<file path="src/hdl/irh_map.svh">
// constants for the interrupt request handling block
`ifndef IRH_MAP_SVH
`define IRH_MAP_SVH
`define IRH_SRC_CNT      8
`define IRH_NUM_W        3
`define IRH_LVL_W        3
`define IRH_LVL_OFF      3'h0
`define IRH_ADDR_W       20
`define IRH_ACK_ADDR     20'h00000
`define IRH_SP_W         16
`define IRH_SP_RST       16'h0000
`define IRH_PREFETCH_W   3
`define IRH_PREFETCH_BYTES 3'h4
`define IRH_FLAG_CLR     1'b0
`endif

</file>
<file path="src/hdl/irh_pkg.sv">
// types for the interrupt request handling block
`include "irh_map.svh"
package irh_pkg;
  typedef logic [`IRH_NUM_W-1:0] irh_num_t;
  typedef logic [`IRH_LVL_W-1:0] irh_lvl_t;

  typedef struct packed {
    logic     valid;
    irh_num_t idx;
    irh_lvl_t level;
    logic     flag;
    logic     bitwise;
  } irh_ctrl_wr_t;

  typedef struct packed {
    irh_num_t num;
    irh_lvl_t level;
  } irh_ack_t;

  typedef struct packed {
    logic                     valid;
    logic [`IRH_ADDR_W-1:0]   addr;
  } irh_addr_t;

  typedef enum logic [1:0] {
    IRH_RUN      = 2'h0,
    IRH_PREFETCH = 2'h1,
    IRH_HALTED   = 2'h3
  } irh_halt_t;

  typedef struct packed {
    logic [`IRH_SRC_CNT-1:0]   flag;
    irh_lvl_t [`IRH_SRC_CNT-1:0] level;
    irh_ack_t                  ack_data;
    logic                      ack_valid;
    logic                      irq_req;
    irh_ack_t                  irq_info;
    logic                      match_req;
    logic                      step_req;
    logic                      break_req;
    logic [`IRH_SP_W-1:0]      stack_pointer;
    irh_halt_t                 halt;
    logic [`IRH_PREFETCH_W-1:0] prefetch_cnt;
    logic                      stop_pending;
    logic                      clocks_off;
  } irh_state_t;
endpackage : irh_pkg

</file>
<file path="src/hdl/irh_core.sv">
// interrupt request flags, acknowledge, special sources, stack pointer and halt prefetch
//
// Summary of operation
// RULE_01: acknowledge reads address zero, clears accepted flag
// RULE_02: program read of zero clears highest enabled flag
// RULE_03: stack pointer resets to zero
// RULE_04: source reconfiguration may set request flag
// RULE_05: software clears flag after source change
// RULE_06: software edits control only when quiet
// RULE_07: bitwise writes keep arriving request flag
// RULE_08: software clears flag with plain move
// RULE_09: software delays re-enabling after control write
// RULE_10: address match requests before matched instruction
// RULE_11: single step requests per instruction, blocks others
// RULE_12: break instruction raises break request
// RULE_13: four bytes prefetched before wait or stop
// RULE_14: per-source flag, set by event, cleared
`timescale 1ns/1ps
`include "irh_map.svh"
module irh_core
  import irh_pkg::*;
(
  input  wire logic                      ref_clk,
  input  wire logic                      nrst,
  input  wire logic [`IRH_SRC_CNT-1:0]   src_event,
  input  wire logic [`IRH_SRC_CNT-1:0]   src_reconfig,
  input  wire irh_ctrl_wr_t              ctrl_wr,
  input  wire irh_addr_t                 cpu_read,
  input  wire irh_addr_t                 fetch,
  input  wire logic [`IRH_ADDR_W-1:0]    match_addr,
  input  wire logic                      match_en,
  input  wire logic                      step_en,
  input  wire logic                      instr_done,
  input  wire logic                      break_instruction,
  input  wire logic [2:0]                special_ack,
  input  wire logic                      sp_wr,
  input  wire logic [`IRH_SP_W-1:0]      sp_wdata,
  input  wire logic                      wait_exec,
  input  wire logic                      all_clocks_stop_bit,
  input  wire logic                      byte_fetch,
  input  wire logic                      wake,
  output logic [`IRH_SRC_CNT-1:0]        request_flag,
  output irh_ack_t                       ack_data,
  output logic                           ack_valid,
  output logic                           irq_req,
  output irh_ack_t                       irq_info,
  output logic                           match_req,
  output logic                           step_req,
  output logic                           break_req,
  output logic [`IRH_SP_W-1:0]           stack_pointer,
  output logic                           queue_halted,
  output logic                           clocks_off
);

  irh_state_t              st_reg;
  irh_state_t              st_next;
  logic [`IRH_SRC_CNT-1:0] eligible;
  logic                    win_any;
  irh_num_t                win_num;
  irh_lvl_t                win_lvl;
  logic                    ack_hit;
  logic                    halt_cmd;
  logic                    match_hit;
  logic                    step_hit;
  logic [`IRH_PREFETCH_W-1:0] cnt_inc;

  // a source competes only while its flag is set and its level is not off
  genvar g;
  generate
    for (g = 0; g < `IRH_SRC_CNT; g++) begin : g_elig
      assign eligible[g] = st_reg.flag[g] && (st_reg.level[g] != `IRH_LVL_OFF);
    end
  endgenerate

  // highest level wins, lowest number breaks a tie
  always_comb begin
    win_any = 1'b0;
    win_num = '0;
    win_lvl = `IRH_LVL_OFF;
    for (int i = 0; i < `IRH_SRC_CNT; i++) begin
      if (eligible[i] && (!win_any || st_reg.level[i] > win_lvl)) begin
        win_any = 1'b1;
        win_num = irh_num_t'(i);
        win_lvl = st_reg.level[i];
      end
    end
  end

  // a stray program read of address zero acts as an acknowledge and drops the top request
  assign ack_hit  = cpu_read.valid && (cpu_read.addr == `IRH_ACK_ADDR); // RULE_01 RULE_02
  assign halt_cmd = wait_exec || all_clocks_stop_bit;

  // special source triggers
  assign match_hit = match_en && fetch.valid && (fetch.addr == match_addr); // RULE_10
  assign step_hit  = step_en && instr_done;                                 // RULE_11
  // bytes taken by the queue after the halting instruction
  assign cnt_inc   = st_reg.prefetch_cnt + 3'h1;

  always_comb begin
    st_next           = st_reg;
    // the answer strobe lasts a single cycle
    st_next.ack_valid = 1'b0;

    // acknowledge cycle: answer number and level, drop the winner's flag
    // with no eligible source the answer is zero and nothing is cleared
    if (ack_hit) begin
      st_next.ack_valid      = 1'b1;                         // RULE_01
      st_next.ack_data.num   = win_num;                      // RULE_01
      st_next.ack_data.level = win_lvl;                      // RULE_01
      if (win_any) begin
        st_next.flag[win_num] = `IRH_FLAG_CLR;               // RULE_02
      end
    end

    // control register write: move may clear the flag, bitwise leaves it
    // a flag write of one is ignored: only hardware sets flags
    if (ctrl_wr.valid) begin
      st_next.level[ctrl_wr.idx] = ctrl_wr.level;
      if (!ctrl_wr.bitwise && (ctrl_wr.flag == `IRH_FLAG_CLR)) begin
        st_next.flag[ctrl_wr.idx] = `IRH_FLAG_CLR;           // RULE_14
      end
    end

    // events applied last so a set in the clearing cycle is kept
    // a source change may look like an edge, so it raises the flag too
    for (int i = 0; i < `IRH_SRC_CNT; i++) begin
      if (src_event[i]) begin
        st_next.flag[i] = 1'b1;                              // RULE_14 RULE_07
      end
      if (src_reconfig[i]) begin
        st_next.flag[i] = 1'b1;                              // RULE_04
      end
    end

    // maskable request to the cpu, held off while single stepping
    st_next.irq_req  = win_any && !step_en && !ack_hit;      // RULE_11
    st_next.irq_info.num   = win_num;
    st_next.irq_info.level = win_lvl;

    // special sources, cleared by their acknowledge, set wins
    if (special_ack[0]) begin
      st_next.match_req = 1'b0;
    end
    if (special_ack[1]) begin
      st_next.step_req = 1'b0;
    end
    if (special_ack[2]) begin
      st_next.break_req = 1'b0;
    end
    if (match_hit) begin
      st_next.match_req = 1'b1;                              // RULE_10
    end
    if (step_hit) begin
      st_next.step_req = 1'b1;                               // RULE_11
    end
    if (break_instruction) begin
      st_next.break_req = 1'b1;                              // RULE_12
    end

    // zero until software loads it, so an interrupt taken earlier uses a bad stack
    if (sp_wr) begin
      st_next.stack_pointer = sp_wdata;
    end

    // wait or stop lets the queue take four more bytes before halting
    // software places four no-ops after the halting instruction for this reason
    case (st_reg.halt)
      IRH_RUN: begin
        if (halt_cmd) begin
          st_next.halt         = IRH_PREFETCH;               // RULE_13
          st_next.prefetch_cnt = '0;
          st_next.stop_pending = all_clocks_stop_bit;
        end
      end
      IRH_PREFETCH: begin
        if (byte_fetch) begin
          st_next.prefetch_cnt = cnt_inc;
          if (cnt_inc == `IRH_PREFETCH_BYTES) begin
            st_next.halt       = IRH_HALTED;                 // RULE_13
            st_next.clocks_off = st_reg.stop_pending;
          end
        end
      end
      IRH_HALTED: begin
        if (wake) begin
          st_next.halt         = IRH_RUN;
          st_next.clocks_off   = 1'b0;
          st_next.stop_pending = 1'b0;
        end
      end
      default: begin
        // unused code falls back to run
        st_next.halt = IRH_RUN;
      end
    endcase
  end

  // synchronous reset clears all state; stack pointer and halt take their reset values
  always_ff @(posedge ref_clk) begin
    if (!nrst) begin
      st_reg               <= '0;
      st_reg.stack_pointer <= `IRH_SP_RST;                   // RULE_03
      st_reg.halt          <= IRH_RUN;
    end else begin
      st_reg <= st_next;
    end
  end

  // every output is a field or bit of the state register
  assign request_flag  = st_reg.flag;
  assign ack_data      = st_reg.ack_data;
  assign ack_valid     = st_reg.ack_valid;
  assign irq_req       = st_reg.irq_req;
  assign irq_info      = st_reg.irq_info;
  assign match_req     = st_reg.match_req;
  assign step_req      = st_reg.step_req;
  assign break_req     = st_reg.break_req;
  assign stack_pointer = st_reg.stack_pointer;
  assign queue_halted  = st_reg.halt[1];
  assign clocks_off    = st_reg.clocks_off;

endmodule : irh_core

</file>
<file path="config.mk">
export PLATFORM = sky130hd
export DESIGN_NAME = irh_core
export DESIGN_NICKNAME = d
export VERILOG_FILES = /design/src/hdl/irh_pkg.sv /design/src/hdl/irh_core.sv
export VERILOG_INCLUDE_DIRS = /design/src /design/src/hdl
export SDC_FILE = /design/constraint.sdc
export NUM_CORES = 1
export LEC_CHECK = 0
export ABC_AREA = 0
export BUFFER_PORTS_ARGS = -buffer_cell sky130_fd_sc_hd__buf_2
export CAP_MARGIN = 30
export CORE_AREA = 5 5 106 108
export CTS_CLUSTER_DIAMETER = 40
export CTS_CLUSTER_SIZE = 12
export DETAILED_ROUTE_END_ITERATION = 12
export DIE_AREA = 0 0 111 113
export PLACE_DENSITY = 0.74
export SLEW_MARGIN = 0
export SYNTH_ARGS = -nofsm -noshare
export SYNTH_HDL_FRONTEND = slang
export SYNTH_SLANG_ARGS = --single-unit
</file>
<file path="constraint.sdc">
create_clock -name ref_clk -period 8.4 [get_ports ref_clk]
set_input_delay 0 -clock ref_clk [delete_from_list [all_inputs] [get_ports ref_clk]]
set_output_delay 0 -clock ref_clk [all_outputs]
set_load 0.05 [all_outputs]
</file>
* Yosys cells after proc, flatten, opt, wreduce, memory -nomap -nowiden
Index checks and enable logic that the tools add are counted. W data, S select, Z words.
Word-level totals: output and inout bits 43, bits in registers 72, input port bits 117
Cells by class: mux-type cells 67, equality and inequality tests 8, add/sub/neg operators 1, bitwise logic cells 5, $lt $le $gt $ge 11, reductions and logical operators 62
Operator list (count):
- $mux W3 | 15
- $mux W1 | 36
- $mux W32 | 1
- $bwmux W24 | 1
- $logic_and A1 B1 Y1 | 24
- $mux W8 | 3
- $reduce_bool A3 Y1 | 8
- $gt A3 B3 Y1 | 7
- $eq A20 B20 Y1 | 1
- $logic_not A20 Y1 | 1
- $and A8 B8 Y8 | 2
- $not A8 Y8 | 2
- $reduce_bool A2 Y1 | 6
- $logic_not A1 Y1 | 10
- $demux W3 S3 | 1
- $logic_or A1 B1 Y1 | 8
- $lt A3 B4 Y1 const B | 2
- $ne A2 B2 Y1 const B | 4
- $reduce_and A4 Y1 | 2
- $demux W1 S3 | 2
- $ge A3 B1 Y1 const B | 2
- $mux W6 | 1
- $pmux W2 S3 | 1
- $pmux W3 S2 | 1
- other kinds (10) | 13

* Logic depth before layout (Yosys ltp)
Gate-level depths: netlist of run 1.
word-level depth 44, gate-level depth with buffers 54, depth with buffers taken out 51

* Least setup slack after synthesis of run 1
Ideal clock, no wire load.
path kind flip-flop to flip-flop, start point register st_reg (netlist bit request_flag[0]), end point register st_reg (netlist bit request_flag[1]), data arrival time 9.112 ns, stages on the path, launching flop included 52, setup time 0.137 ns, path slack -0.849 ns, path through dfxtp_1 > nand2_1 > ha_1 > a211oi_1 > o21a_1 > o21bai_1 > and2_1 > ha_1 > nand3_1 > o21ai_0 > o21ai_0 > nand2_1 > nand3_1 > o21ai_0 > ha_1 > o21ai_0 > o22a_1 > nor3_1 > (+16 left out) > o21bai_1 > ha_1 > nor2b_1 > o21ai_0 > nand2b_1 > a21oi_2 > buf_6 > mux2_2 > ha_1 > nor2b_1 > o21ai_0 > a32oi_1 > o21a_1 > buf_2 > nor2b_1 > nand2_1 > nor4_1 > a31oi_1
Between the ends: longest elaborated chain between the ends 43, elaborated cells between the ends (all ways) 65, those cells by class order compare: 9; mux: 30; bitwise: 3; reduce/logical: 23
Ends and longest elaborated chain:
- from (decl) | line irh_core.sv:55 | irh_state_t st_reg;
- from (signal assigned) | line irh_core.sv:205 | st_reg <= st_next;
- $logic_and A1 B1 Y1 (*) | line irh_core.sv:71 | assign eligible[g] = st_reg.flag[g] && (st_reg.level[g] != `IRH_LVL_OFF);
- $mux W3 / $mux W1 (equally long branches) | line irh_core.sv:81 | if (eligible[i] && (!win_any || st_reg.level[i] > win_lvl)) begin
- $gt A3 B3 Y1 / $logic_not A1 Y1 (equally long branches) | line irh_core.sv:81
- $logic_or A1 B1 Y1 | line irh_core.sv:81
- $logic_and A1 B1 Y1 | line irh_core.sv:81
- $mux W3 / $mux W1 (equally long branches) | line irh_core.sv:81
- $gt A3 B3 Y1 / $logic_not A1 Y1 (equally long branches) | line irh_core.sv:81
- $logic_or A1 B1 Y1 | line irh_core.sv:81
- (+27 left out)
- $and A8 B8 Y8 (no line)
- $mux W8 (*) | line irh_core.sv:110 | if (win_any) begin
- $mux W8 (*) | line irh_core.sv:106 | if (ack_hit) begin
- $and A8 B8 Y8 (no line)
- $mux W8 | line irh_core.sv:119 | if (!ctrl_wr.bitwise && (ctrl_wr.flag == `IRH_FLAG_CLR)) begin
- $mux W32 (*) | line irh_core.sv:117 | if (ctrl_wr.valid) begin
- $mux W1 (*) | line irh_core.sv:127 | if (src_event[i]) begin
- $mux W1 (*) | line irh_core.sv:130 | if (src_reconfig[i]) begin
Mark *: on every way between the ends. The rest lies on a longest branch, timed or not. A chain may end at the register's enable or synchronous reset.

* Worst setup path after layout of run 1
start point register st_reg (netlist bit request_flag[0]), end point register st_reg (netlist bit request_flag[4])
Same word-level chain as after synthesis.

==> reports/results.txt, run 1 <==
The run finished, with violations left. The final reports fail on setup timing. For the count of final hold-check violations, the log shows 0. Wires add up to 15.33 mm. For the placeable core region, the log shows 10140 um^2. For the final setup slack of the worst path, the log shows -347.5 ps. The clock passes through at most 2 buffers. The cell repeated most along the worst path was sky130_fd_sc_hd__ha_4. The final design utilization was 67.84%. In this run the cell area of the synthesized design comes to 4568 um^2. The detailed router finished its first iteration with 277 violations. Static timing analysis puts the maximum clock frequency at 114.3 MHz.

The setup path with the least slack is of type reg2reg. For the top-level port count, the log shows 160. TritonCTS built the clock tree. The number of enable flip-flop cells after synthesis was 0; the register bit total from synthesis was 72. The sequential cell area fraction in the yosys report is 31.55%, and the number of buffers inserted during clock tree synthesis is 9.

The worst setup path is launched from a flip-flop. The effective utilization at floorplan was 45.06%. In this run the worst setup path begins at request_flag[0]$_SDFF_PN0_.

The actual transition at the worst max-transition pin was 888.0 ps; the number of vias per cell after detailed routing was 5.338. Synthesis produced a netlist with a net count of 653. The most critical setup path has its endpoint at request_flag[4]$_SDFF_PN0_. For this run, the number of Yosys warnings is 0.

The share of cells above drive strength 1 came out at 45.08%. The cell with the largest stage delay on the worst path is sky130_fd_sc_hd__dfxtp_4. Synthesis instantiated 59 different standard cells from the library. The final number of max-transition violations is 0, and the clock latency on the worst-skew pair is 360 ps. The average cell area after synthesis was 8.905 um^2.

The endpoint of the most critical register-to-register path is request_flag[4]$_SDFF_PN0_. The max-slew headroom at the worst pin is 40.29%, and the required time at the endpoint of the critical path is 8640 ps. The first global-routing pass estimated 23.62 mm of wire.

Number of buffer cells added on primary ports: 159. STA classifies the critical path endpoint as a flip-flop. The via count of the first global-routing pass was 4808.

X dimension of the die: 111 um. Clock tree synthesis selected as its root buffer the cell sky130_fd_sc_hd__clkbuf_8. Entering global routing, the biggest net connects 46 pins. Data on the critical path arrives at its endpoint at 8990 ps. 0 antenna diodes ended up in the layout. The detailed placement HPWL was 10.46 mm.

Summing all placed instances gives a cell area of 5682 um^2. The run gives 72 as the number of clock sinks. The worst register-to-register path begins at request_flag[0]$_SDFF_PN0_. Clock skew on the completed layout was measured at 9.506 ps. The fraction of synthesis flops using an asynchronous set or reset pin is 0%, and the final worst-path cycle share is 104.1%. After the last flow step, the layout net total stands at 887. Setup violations remaining at the end of the flow were counted as 20. The min-delay analysis places its worst path in the category in2reg.

For this run, the total global-route usage over all layers was measured as 22.87%. The clock tree synthesis step divided the H-tree into 3 levels. The mean routed wirelength per cell was 17.26 um; the initial antenna violation count was 0.

The reported max-cap violation count came out at 0. Across the VDD grid, the largest voltage drop is 108.5 uV. The maximum fanout encountered on the critical timing path is 6, and the clock-pin slew on the worst setup and hold paths is 80 ps.

Setup repair after global routing could not meet its margin everywhere. Leaving out fill and tap cells, the most frequent cell in the layout is sky130_fd_sc_hd__buf_2. The most used flip-flop cell after synthesis is sky130_fd_sc_hd__dfxtp_1. The die covers 12540 um^2. The pre-antenna-repair detailed-routing pass consisted of 5 iterations. The worst path needs 8748 ps of the cycle, external delays included.

Relative to the synthesized area, the layout overhead comes to 50.56%. Measured along the y axis, the die boundary spans 113 um. In the layout the commonest cells are 159 x sky130_fd_sc_hd__buf_2, 73 x sky130_fd_sc_hd__buf_4, 68 x sky130_fd_sc_hd__dfxtp_1. After global routing the overflow that remains totals 0.

Dividing total power by cell area gives a power density of 133.2 nW/um^2. For the register-to-register path setup slack, the log shows -350 ps. The number of nets still failing antenna checks after routing is 0.

The largest incremental delay on the critical path was 410 ps; the number of remaining DRC errors was 0. The cell count after synthesis came out at 513. The leakage power was 0.003141 uW; the number of cells on the worst reg-to-reg path was 48. Row generation in the floorplan step produced 37 rows. The final route contains 4740 vias. The weighted congestion at the end of routability-driven global placement came out at 0.9513.

The final non-filler cell area came out at 6878 um^2.
## final cells by class
class	count	area, um^2
Clock buffer	9	123.9
Clock inverter	7	77.57
Fill cell	760	3261
Inverter	19	73.82
Multi-Input combinational cell	369	3196
Sequential cell	72	1449
Tap cell	136	170.2
Timing Repair Buffer	276	1788
## report_power, final
part           leakage, uW  internal (uW)  switching, uW  total, uW
sequential        0.000591            355           13.2        368
clock             0.000102            141            146        287
combinational      0.00245            121            140        261
## kinds of logic (layout without fill, tap and decap cells)
| kind of cell | count (synthesis) | count (layout) | synth area share (%) |
|---|---|---|---|
| muxes | 49 | 49 | 11.12 |
| AOI/OAI and AO/OA | 103 | 103 | 16.76 |
| xor gates and xnor gates | 21 | 21 | 4.026 |
| DFF | 72 | 72 | 31.55 |
| and+or+nand+nor | 173 | 173 | 21.15 |
| adders and majority gates | 23 | 23 | 6.300 |
| buffers and inverters | 72 | 311 | 9.093 |
## metal layers
layer  global-route usage (%)  share of wire, %  vias up  wire length (um)
li1                         -                 -     2263                 -
met2                    40.49                50      216              7738
met3                    6.096               7.3       44              1115
met5                        0                 0        -                 0
met4                    6.979               2.8        0               425
met1                    27.14                39     2217              6052
## what timing repair did
item	4_1_cts	5_1_grt
cloned	0	0
hold endpoints to repair	30	0
pin swaps	26	28
resized for setup	31	35
hold buffers	41	0
buffers inserted	22	9
endpoints found under the setup margin	20	20
## through the flow
| step | total power (uW) | hold WS (ps) | TNS (ps) | instances | setup slack (ps) |
|---|---|---|---|---|---|
| detailed placement | 581.1 | 182.7 | -5236 | 800 | -352.1 |
| global route | 960.5 | 27.94 | -11720 | 888 | -703.4 |
| floorplan | 514.9 | 76.74 | -389.0 | 513 | -134.0 |
| CTS | 899.9 | 0.4618 | 0 | 879 | 13.36 |
| finish | 916.2 | 40.27 | -4294 | 888 | -347.5 |
| global placement | 574.5 | 190.6 | -24.83 | 800 | -24.83 |
## synth_stat cells, drive strengths merged (8+ instances only)
cell | count | area, um^2
dfxtp | 72 | 1441
nor2b | 52 | 325.3
mux2i | 44 | 440.4
buf | 40 | 295.3
nor2 | 24 | 90.09
o21ai | 24 | 120.1
ha | 23 | 287.8
nand2 | 23 | 88.84
inv | 19 | 71.32
nand3 | 15 | 75.07
clkbuf | 13 | 48.80
o21a | 12 | 90.09
xnor2 | 12 | 105.1
a21oi | 11 | 66.32
nand4 | 11 | 68.82
nor3 | 11 | 65.06
o31ai | 9 | 113.9
xor2 | 9 | 78.83
and2 | 8 | 50.05
nor4 | 8 | 50.05
## how the worst min path moves through the flow
stage                  from                    endpoint  slack, ps  depth (start not counted)
2_1_floorplan       step_en          irq_req$_SDFF_PN0_         80                          1
3_3_place_gp        step_en          irq_req$_SDFF_PN0_        190                          2
3_5_place_dp        step_en          irq_req$_SDFF_PN0_        180                          2
4_1_cts        src_event[1]  request_flag[1]$_SDFF_PN0_        0.5                          3
5_1_grt        src_event[1]  request_flag[1]$_SDFF_PN0_         30                          3
6_report          wait_exec      st_reg[5]$_SDFFE_PN0P_         40                          4
## critical path: cells and delay by family (launching register included)
| kind | cells | cell delay [ps] |
|---|---|---|
| DFF | 1 | 410 |
| adders and majority gates | 7 | 1470 |
| AOI/OAI and AO/OA | 21 | 3850 |
| and+or+nand+nor | 15 | 1760 |
| buffers and inverters | 3 | 470 |
| muxes | 2 | 650 |
Note: power is estimated with default switching activity, not from simulation.
==> run 2: changes to the inputs <==
- PLACE_DENSITY: 0.74 -> default
- PLACE_DENSITY_LB_ADDON: default -> 0.08
==> reports/results.txt, run 2 (synthesis results as in run 1) <==
The share of cells above drive strength 1 is 45.21% (was 45.08%), and the number of clock sinks is 72 (unchanged). The logs give 10140 um^2 (unchanged) for the placeable core region and 14.40 mm (was 15.33 mm) for the final wirelength. The number of buffers inserted during clock tree synthesis came out at 9 (unchanged).

The cell depth of the worst hold path is 3 (was 4), and the register-to-register path setup slack is -170 ps (was -350 ps). For the final number of max-transition violations, the log shows 0 (unchanged). The clock latency on the worst-skew pair was 350 ps (was 360 ps). The gate family responsible for the most delay along the worst path is compound AO/OA/AOI/OAI gates (unchanged). For the H-tree depth reported by CTS, the log shows 3 (unchanged). The layout-stage area growth over the synthesis result was 51.11% (was 50.56%); the largest incremental delay on the critical path was 520 ps (was 410 ps).

The pre-CTS setup slack is -476.8 ps (was -352.1 ps). Type of the tightest min-delay check: in2reg (unchanged). The logs give 180 (was 277) for the first-iteration detailed-routing DRC count and 4574 (was 4808) for the via count of the first global-routing pass.

For the final setup slack of the worst path, the log shows -169.0 ps (was -347.5 ps). The x dimension of the die works out to 111 um (unchanged). The tools report the startpoint type of the worst setup path as a flip-flop (unchanged).

The setup-violating endpoint count in the final report is 11 (was 20), and the number of placement rows is 37 (unchanged). The run gives 0 (unchanged) as the number of remaining DRC errors. The cell repeated most along the worst path is sky130_fd_sc_hd__ha_4 (unchanged). The tools report the detailed-routing iteration count for the pre-antenna-repair pass as 5 (unchanged).

The leakage power is 0.003144 uW (was 0.003141 uW). Start-to-end type of the worst setup path: reg2reg (unchanged). TritonCTS built the clock tree.

Buffer type at the clock tree root: sky130_fd_sc_hd__clkbuf_8 (unchanged). The detailed placement HPWL came out at 10.01 mm (was 10.46 mm). The clock-pin slew on the worst setup and hold paths is 80 ps (about the same).

The tools report the endpoint of the most critical register-to-register path as request_flag[6]$_SDFF_PN0_ (was request_flag[4]$_SDFF_PN0_). Sum of overflow across all layers after global routing: 0 (unchanged). Clock tree skew after final layout: 13.07 ps (was 9.506 ps). The mean routed wirelength per cell was 16.22 um (was 17.26 um). The cell with the largest stage delay on the worst path was sky130_fd_sc_hd__or4_1 (was sky130_fd_sc_hd__dfxtp_4).

All-layer global routing usage: 21.74% (was 22.87%). Launch point of the worst reg-to-reg path: request_flag[0]$_SDFF_PN0_ (unchanged). For the effective utilization at floorplan, the log shows 45.06% (unchanged).

The worst IR drop on VDD came out at 91.90 uV (was 108.5 uV). The most common library cell in the layout ignoring fill and taps was sky130_fd_sc_hd__buf_2 (unchanged). The actual transition at the worst max-transition pin is 857.3 ps (was 888.0 ps). The maximum fanout encountered on the critical timing path is 5 (was 6), and the maximum buffer depth of the clock tree is 2 (unchanged). The critical path capture point type was a flip-flop (unchanged).

The worst hold path endpoint is request_flag[3]$_SDFF_PN0_ (was st_reg[5]$_SDFFE_PN0P_). The initial antenna violation count was 0 (unchanged); the reported max-cap violation count was 0 (unchanged). The global-route wire length before repair is 22.38 mm (was 23.62 mm).

The count of antenna diodes in the layout is 0 (unchanged), and the top-level port count is 160 (unchanged). The area enclosed by the die boundary is 12540 um^2 (unchanged), and the buffer and inverter count on the worst path is 4 (was 3). The signal arrival time at the worst endpoint was 8810 ps (was 8990 ps); the timing-limited maximum frequency was 116.7 MHz (was 114.3 MHz). The run gives 42.72% (was 40.29%) as the max-slew headroom at the worst pin. The required time at the endpoint of the critical path is 8640 ps (about the same).

The count of vias placed by the detailed router was 4549 (was 4740). The power per cell area came out at 129.3 nW/um^2 (was 133.2 nW/um^2). Setup repair after global routing could not meet its margin everywhere. Violations in the final reports: setup timing (unchanged).

The number of vias per cell after detailed routing is 5.123 (was 5.338). The pin count of the biggest net entering global routing is 74 (was 46), and the number of buffer cells added on primary ports is 159 (unchanged). The number of nets still failing antenna checks after routing is 0 (unchanged). The die extent in y works out to 113 um (unchanged). The run finished, with violations left.

The start point of the worst min-delay path was src_event[3] (was wait_exec). Final worst-path cycle share: 102.0% (was 104.1%). Minimum clock period: 8569 ps (was 8748 ps). The tools report the overall power consumption as 892.4 uW (was 916.2 uW). The tools report the net count of the finished layout as 888 (was 887). The weighted congestion at the end of routability-driven global placement is 0.8728 (was 0.9513), and the number of cells on the worst reg-to-reg path is 49 (was 48). Count of final hold-check violations: 0 (unchanged). Commonest non-fill, non-tap cells in the layout: 159 x sky130_fd_sc_hd__buf_2, 74 x sky130_fd_sc_hd__buf_4, 69 x sky130_fd_sc_hd__dfxtp_1 (was 159 x sky130_fd_sc_hd__buf_2, 73 x sky130_fd_sc_hd__buf_4, 68 x sky130_fd_sc_hd__dfxtp_1).
==> run 2: worst max-delay path by stage <==
stage                                from  depth (start not counted)                         end  slack (ps)
2_1_floorplan  request_flag[0]$_SDFF_PN0_                         52  request_flag[6]$_SDFF_PN0_        -130
4_1_cts        request_flag[0]$_SDFF_PN0_                         49  request_flag[4]$_SDFF_PN0_         -30
5_1_grt        request_flag[0]$_SDFF_PN0_                         52    ack_data[2]$_SDFFE_PN0P_        -510
6_report       request_flag[0]$_SDFF_PN0_                         49  request_flag[6]$_SDFF_PN0_        -170
3_5_place_dp   request_flag[0]$_SDFF_PN0_                         47  request_flag[1]$_SDFF_PN0_        -480
3_3_place_gp   request_flag[0]$_SDFF_PN0_                         48  request_flag[1]$_SDFF_PN0_        -240
==> run 2: where the power goes <==
part	total, uW	internal (uW)	switching [uW]	leakage (uW)
clock	267	138	129	0.0000975
combinational	258	122	136	0.00246
sequential	368	355	12.4	0.000590
==> run 2: cell type report <==
type                       count  area [um^2]
clock buffer                  13        178.9
clock inverter                 2        12.51
fill                         777         3236
inverter                      19        71.32
multi-input combinational    370         3234
sequential                    72         1448
tap                          136        170.2
timing repair buffer         276         1788
==> run 2: worst reg2reg max path, delay by kind of cell (launching register included) <==
family / cells / cell delay (ps)
AND/OR/NAND/NOR: 15 / 2100
AO/OA/AOI/OAI: 22 / 3560
adder cells (fa/ha/maj): 7 / 1630
buffers and inverters: 4 / 450
multiplexers: 1 / 330
flip-flops: 1 / 410
==> run 2: repair_timing <==
| action | 4_1_cts | 5_1_grt |
|---|---|---|
| gates resized for setup | 31 | 36 |
| endpoints found under the setup margin | 20 | 20 |
| pin swaps | 37 | 30 |
| setup buffers | 24 | 9 |
| hold buffers | 37 | 1 |
| endpoints found under the hold margin | 28 | 1 |
| gates cloned | 1 | 0 |
==> run 2: routing by layer <==
layer,part of all wire (%),track usage [%],vias to the layer above
li1,-,-,2266
met1,41,25.18,2118
met2,51,39.16,152
met3,6.6,6.471,13
met4,1.1,5.747,0
met5,0,0,-
==> run 2: stage by stage <==
stage                     setup TNS (ps)  std cells  hold slack [ps]  cell area, um^2  utilization (%)
after floorplan                   -389.0        513            76.74             4731                -
after global placement            -592.7        801            194.8             5689            56.12
after detailed placement           -5315        801            197.8             5689            56.12
after CTS                         -58.09        878            18.12             6633            65.42
after global routing               -7253        888            12.51             6903            68.09
final                              -1058        888            30.83             6903            68.09
==> run 3: changes to the inputs <==
- ABC_AREA: 0 -> 1
- BUFFER_PORTS_ARGS: -buffer_cell sky130_fd_sc_hd__buf_2 -> default
- CAP_MARGIN: 30 -> default
- CORE_AREA: 5 5 106 108 -> 5 5 97 99
- DIE_AREA: 0 0 111 113 -> 0 0 102 104
- DONT_BUFFER_PORTS: default -> 1
==> reports/results.txt, run 3 <==
The count of antenna diodes in the layout was 0 (unchanged); the maximum fanout encountered on the critical timing path was 6 (was 5). The most crowded layer after global routing is met2 (unchanged). The run gives 13.39 ps (was 13.07 ps) as the clock tree skew after final layout. The run gives 0.9514 (was 0.8728) as the weighted congestion at the end of routability-driven global placement. The switching power share of the total was 34.65% (was 31.12%). Dominant cells by area after synthesis: sky130_fd_sc_hd__dfxtp_1 32%, sky130_fd_sc_hd__nand2_1 8.4%, sky130_fd_sc_hd__o21ai_0 6.8% (was sky130_fd_sc_hd__dfxtp_1 32%, sky130_fd_sc_hd__mux2i_1 9.6%, sky130_fd_sc_hd__nor2b_1 7.1%).

The most numerous cell in the Yosys netlist was sky130_fd_sc_hd__nand2_1 (was sky130_fd_sc_hd__dfxtp_1). The detailed placement HPWL is 8.804 mm (was 10.01 mm), and the global-route wire length before repair is 20.72 mm (was 22.38 mm). The tools report the number of distinct library cells after synthesis as 44 (was 59). The worst IR drop on VDD is 138.1 uV (was 91.90 uV). Commonest non-fill, non-tap cells in the layout: 83 x sky130_fd_sc_hd__nand2_1, 81 x sky130_fd_sc_hd__inv_1, 76 x sky130_fd_sc_hd__nor2_1 (was 159 x sky130_fd_sc_hd__buf_2, 74 x sky130_fd_sc_hd__buf_4, 69 x sky130_fd_sc_hd__dfxtp_1).

For the switching power, the log shows 314.2 uW (was 277.7 uW). The run gives 12.83 ps (was 30.83 ps) as the post-route worst hold slack. The tools report the via count of the first global-routing pass as 4439 (was 4574). The footprint of the multi-input gates is 2683 um^2 (was 3234 um^2). The dominant cell type by area after synthesis is sky130_fd_sc_hd__dfxtp_1 (unchanged). The final worst-path cycle share is 96.32% (was 102.0%), and the post-synthesis instance total is 656 (was 513). The startpoint type of the worst setup path is a flip-flop (unchanged).

The run gives 160 (unchanged) as the top-level port count. For the sequential cell area fraction in the yosys report, the log shows 32.10% (was 31.55%). Type of the tightest min-delay check: in2reg (unchanged). Number of cells in the design after placement: 719 (was 801). The run gives 10610 um^2 (was 12540 um^2) as the area enclosed by the die boundary. The first-iteration detailed-routing DRC count was 193 (was 180); the synthesis warning total was 0 (unchanged).

Clock-pin slew on the worst setup and hold paths: 80 ps (about the same). The all-layer global routing usage came out at 24.03% (was 21.74%). For the post-synth net total, the log shows 796 (was 653).

The actual transition at the worst max-transition pin is 855.1 ps (was 857.3 ps). The H-tree depth reported by CTS is 3 (unchanged), and the fraction of power consumed by sequential logic is 45.4% (was 41.2%). The tools report the initial antenna violation count as 0 (unchanged). The post-route non-filler standard cell count came out at 826 (was 888).

The logs give 53.04% (was 45.06%) for the effective utilization at floorplan and 42.93% (was 42.72%) for the max-slew headroom at the worst pin. The buffer type at the clock tree root is sky130_fd_sc_hd__clkbuf_8 (unchanged). The reported max-cap violation count came out at 0 (unchanged). The leakage power came out at 0.002608 uW (was 0.003144 uW). The sum of overflow across all layers after global routing is 0 (unchanged), and the pin count of the biggest net entering global routing is 49 (was 74). The tools report the critical path capture point type as a flip-flop (unchanged). The met3 global-route usage is 6.640% (was 6.471%). The logs give 8300 ps (was 8810 ps) for the signal arrival time at the worst endpoint and 0 (unchanged) for the number of remaining DRC errors. The number of vias per cell after detailed routing was 5.511 (was 5.123). The logs give 28.76% (was 25.18%) for the met1 track demand over resource in global routing and 0 (was 11) for the setup-violating endpoint count in the final report.

The net count of the finished layout was 853 (was 888). The netlist area before placement is 4491 um^2 (was 4568 um^2). Share of cells above drive strength 1: 18.11% (was 45.21%). The x dimension of the die is 102 um (was 111 um). The tools report the maximum buffer depth of the clock tree as 2 (unchanged).

The logs give 1445 um^2 (was 1448 um^2) for the sequential cell area and 23.6% (was 28.9%) for the share of total power in combinational logic. The tools report the placeable core region as 8466 um^2 (was 10140 um^2). TritonCTS built the clock tree.

The detailed-routing iteration count for the pre-antenna-repair pass came out at 5 (unchanged). The number of nets still failing antenna checks after routing is 0 (unchanged), and the largest incremental delay on the critical path is 350 ps (was 520 ps). For the timing-limited maximum frequency, the log shows 123.6 MHz (was 116.7 MHz). The flow ran to the end, and the final reports show no timing, DRC or antenna violations. The average cell area after synthesis came out at 6.845 um^2 (was 8.905 um^2). The run gives 13.57 mm (was 14.40 mm) as the final wirelength. Cell repeated most along the worst path: sky130_fd_sc_hd__nand2_1 (was sky130_fd_sc_hd__ha_4).

For the number of filler cells placed in the layout, the log shows 739 (was 777). The tools report the internal power of the cells as 592.5 uW (was 614.7 uW). The main flop type after synthesis was sky130_fd_sc_hd__dfxtp_1 (unchanged). The number of buffer cells added on primary ports is 0 (was 159). Start-to-end type of the worst setup path: reg2reg (unchanged).

The number of enable flip-flop cells after synthesis was 0 (unchanged); the die extent in y was 104 um (was 113 um). The layout-stage area growth over the synthesis result works out to 27.28% (was 51.11%). The number of buffers inserted during clock tree synthesis is 9 (unchanged), and the power per cell area is 158.7 nW/um^2 (was 129.3 nW/um^2). The register bit total from synthesis is 72 (unchanged), and the required time at the endpoint of the critical path is 8610 ps (was 8640 ps). The most common library cell in the layout ignoring fill and taps was sky130_fd_sc_hd__nand2_1 (was sky130_fd_sc_hd__buf_2). The fraction of synthesis flops using an asynchronous set or reset pin was 0% (unchanged); the number of placement rows was 34 (was 37). The clock power share was 30.9% (was 29.9%).

The area share of the leading cell type in the synthesized netlist is 32.10% (was 31.55%), and the clock latency on the worst-skew pair is 350 ps (about the same). The count of final hold-check violations is 0 (unchanged). Leading cell types by count after synthesis: 101 x sky130_fd_sc_hd__nand2_1, 81 x sky130_fd_sc_hd__inv_1, 77 x sky130_fd_sc_hd__nor2_1, 72 x sky130_fd_sc_hd__dfxtp_1, 61 x sky130_fd_sc_hd__o21ai_0 (was 72 x sky130_fd_sc_hd__dfxtp_1, 52 x sky130_fd_sc_hd__nor2b_1, 44 x sky130_fd_sc_hd__mux2i_1, 36 x sky130_fd_sc_hd__buf_4, 24 x sky130_fd_sc_hd__nor2_1). The run gives 40.20% (was 39.16%) as the met2 track demand over resource. Number of clock sinks: 72 (unchanged). The cell with the largest stage delay on the worst path was sky130_fd_sc_hd__dfxtp_2 (was sky130_fd_sc_hd__or4_1).

The minimum clock period is 8091 ps (was 8569 ps), and the count of vias placed by the detailed router is 4552 (was 4549). The final number of max-transition violations was 0 (unchanged); the mean routed wirelength per cell was 16.43 um (was 16.22 um).
run 3: area by class of cell:
class	count	share of cell area (%)
Clock buffer	10	2.233
Clock inverter	6	1.204
Inverter	96	6.392
Multi-Input combinational cell	441	46.94
Sequential cell	72	25.28
Tap cell	108	2.364
Timing Repair Buffer	93	15.59
run 3: logic make-up (layout without fill, tap and decap cells):
family / Yosys count / in the layout / synth area share [%]
AND/OR/NAND/NOR: 266 / 266 / 27.00
AO/OA/AOI/OAI: 146 / 146 / 18.33
buffers and inverters: 143 / 205 / 14.99
flip-flops: 72 / 72 / 32.10
adder cells (fa/ha/maj): 23 / 23 / 6.409
XOR/XNOR: 6 / 6 / 1.170
run 3: metrics by stage:
stage / cell area [um^2] / setup WS (ps) / total power [uW] / utilization (%) / setup TNS, ps
floorplan: 4491 / 917.8 / 544.4 / - / 0
global placement: 4328 / 323.3 / 554.4 / 51.12 / 0
detailed placement: 4328 / -108.0 / 558.6 / 51.12 / -362.5
CTS: 5263 / 27.57 / 870.1 / 62.16 / 0
global route: 5715 / -297.4 / 948.9 / 67.51 / -3009
finish: 5715 / 308.9 / 906.8 / 67.51 / 0
run 3: power by group through the flow:
| stage | registers [uW] | clock network, uW | logic (uW) |
|---|---|---|---|
| after detailed placement | 419 | 0 | 140 |
| after global routing | 414 | 298 | 237 |
| after floorplan | 378 | 0 | 167 |
| final | 412 | 281 | 214 |
| after global placement | 419 | 0 | 136 |
| after CTS | 411 | 283 | 176 |
run 3: path summary, 6_finish.rpt:
kind / from / to / slack [ps] / cells past startpoint
hold reg to reg: flip-flop / flip-flop / 470 / 2
hold / removal: wait_exec / st_reg[4]$_SDFFE_PN0P_ / 10 / 3
setup reg to reg: flip-flop / request_flag[0]$_SDFF_PN0_ / 310 / 67
setup / recovery: flip-flop / request_flag[0]$_SDFF_PN0_ / 310 / 67
run 3: routing by layer:
metal / wire length (um) / share of wire (%) / up-vias
li1: - / - / 2231
met3: 1036 / 7.6 / 41
met5: 0 / 0 / -
met1: 5278 / 39 / 2110
met2: 6825 / 50 / 170
met4: 427 / 3.1 / 0
run 3: worst max-delay path, delay by kind of cell (launching register included):
kind	cells	cell delay, ps
compound gates	11	1310
fa+ha+maj	7	1730
buf+inv	6	580
flops	1	350
simple gates	43	3950
run 3: repair_timing:
action | 4_1_cts | 5_1_grt
hold buffers | 70 | 0
hold endpoints to repair | 65 | 0
pin swaps | 2 | 22
setup buffers | 1 | 20
endpoints found under the setup margin | 6 | 20
gates resized for setup | 4 | 68
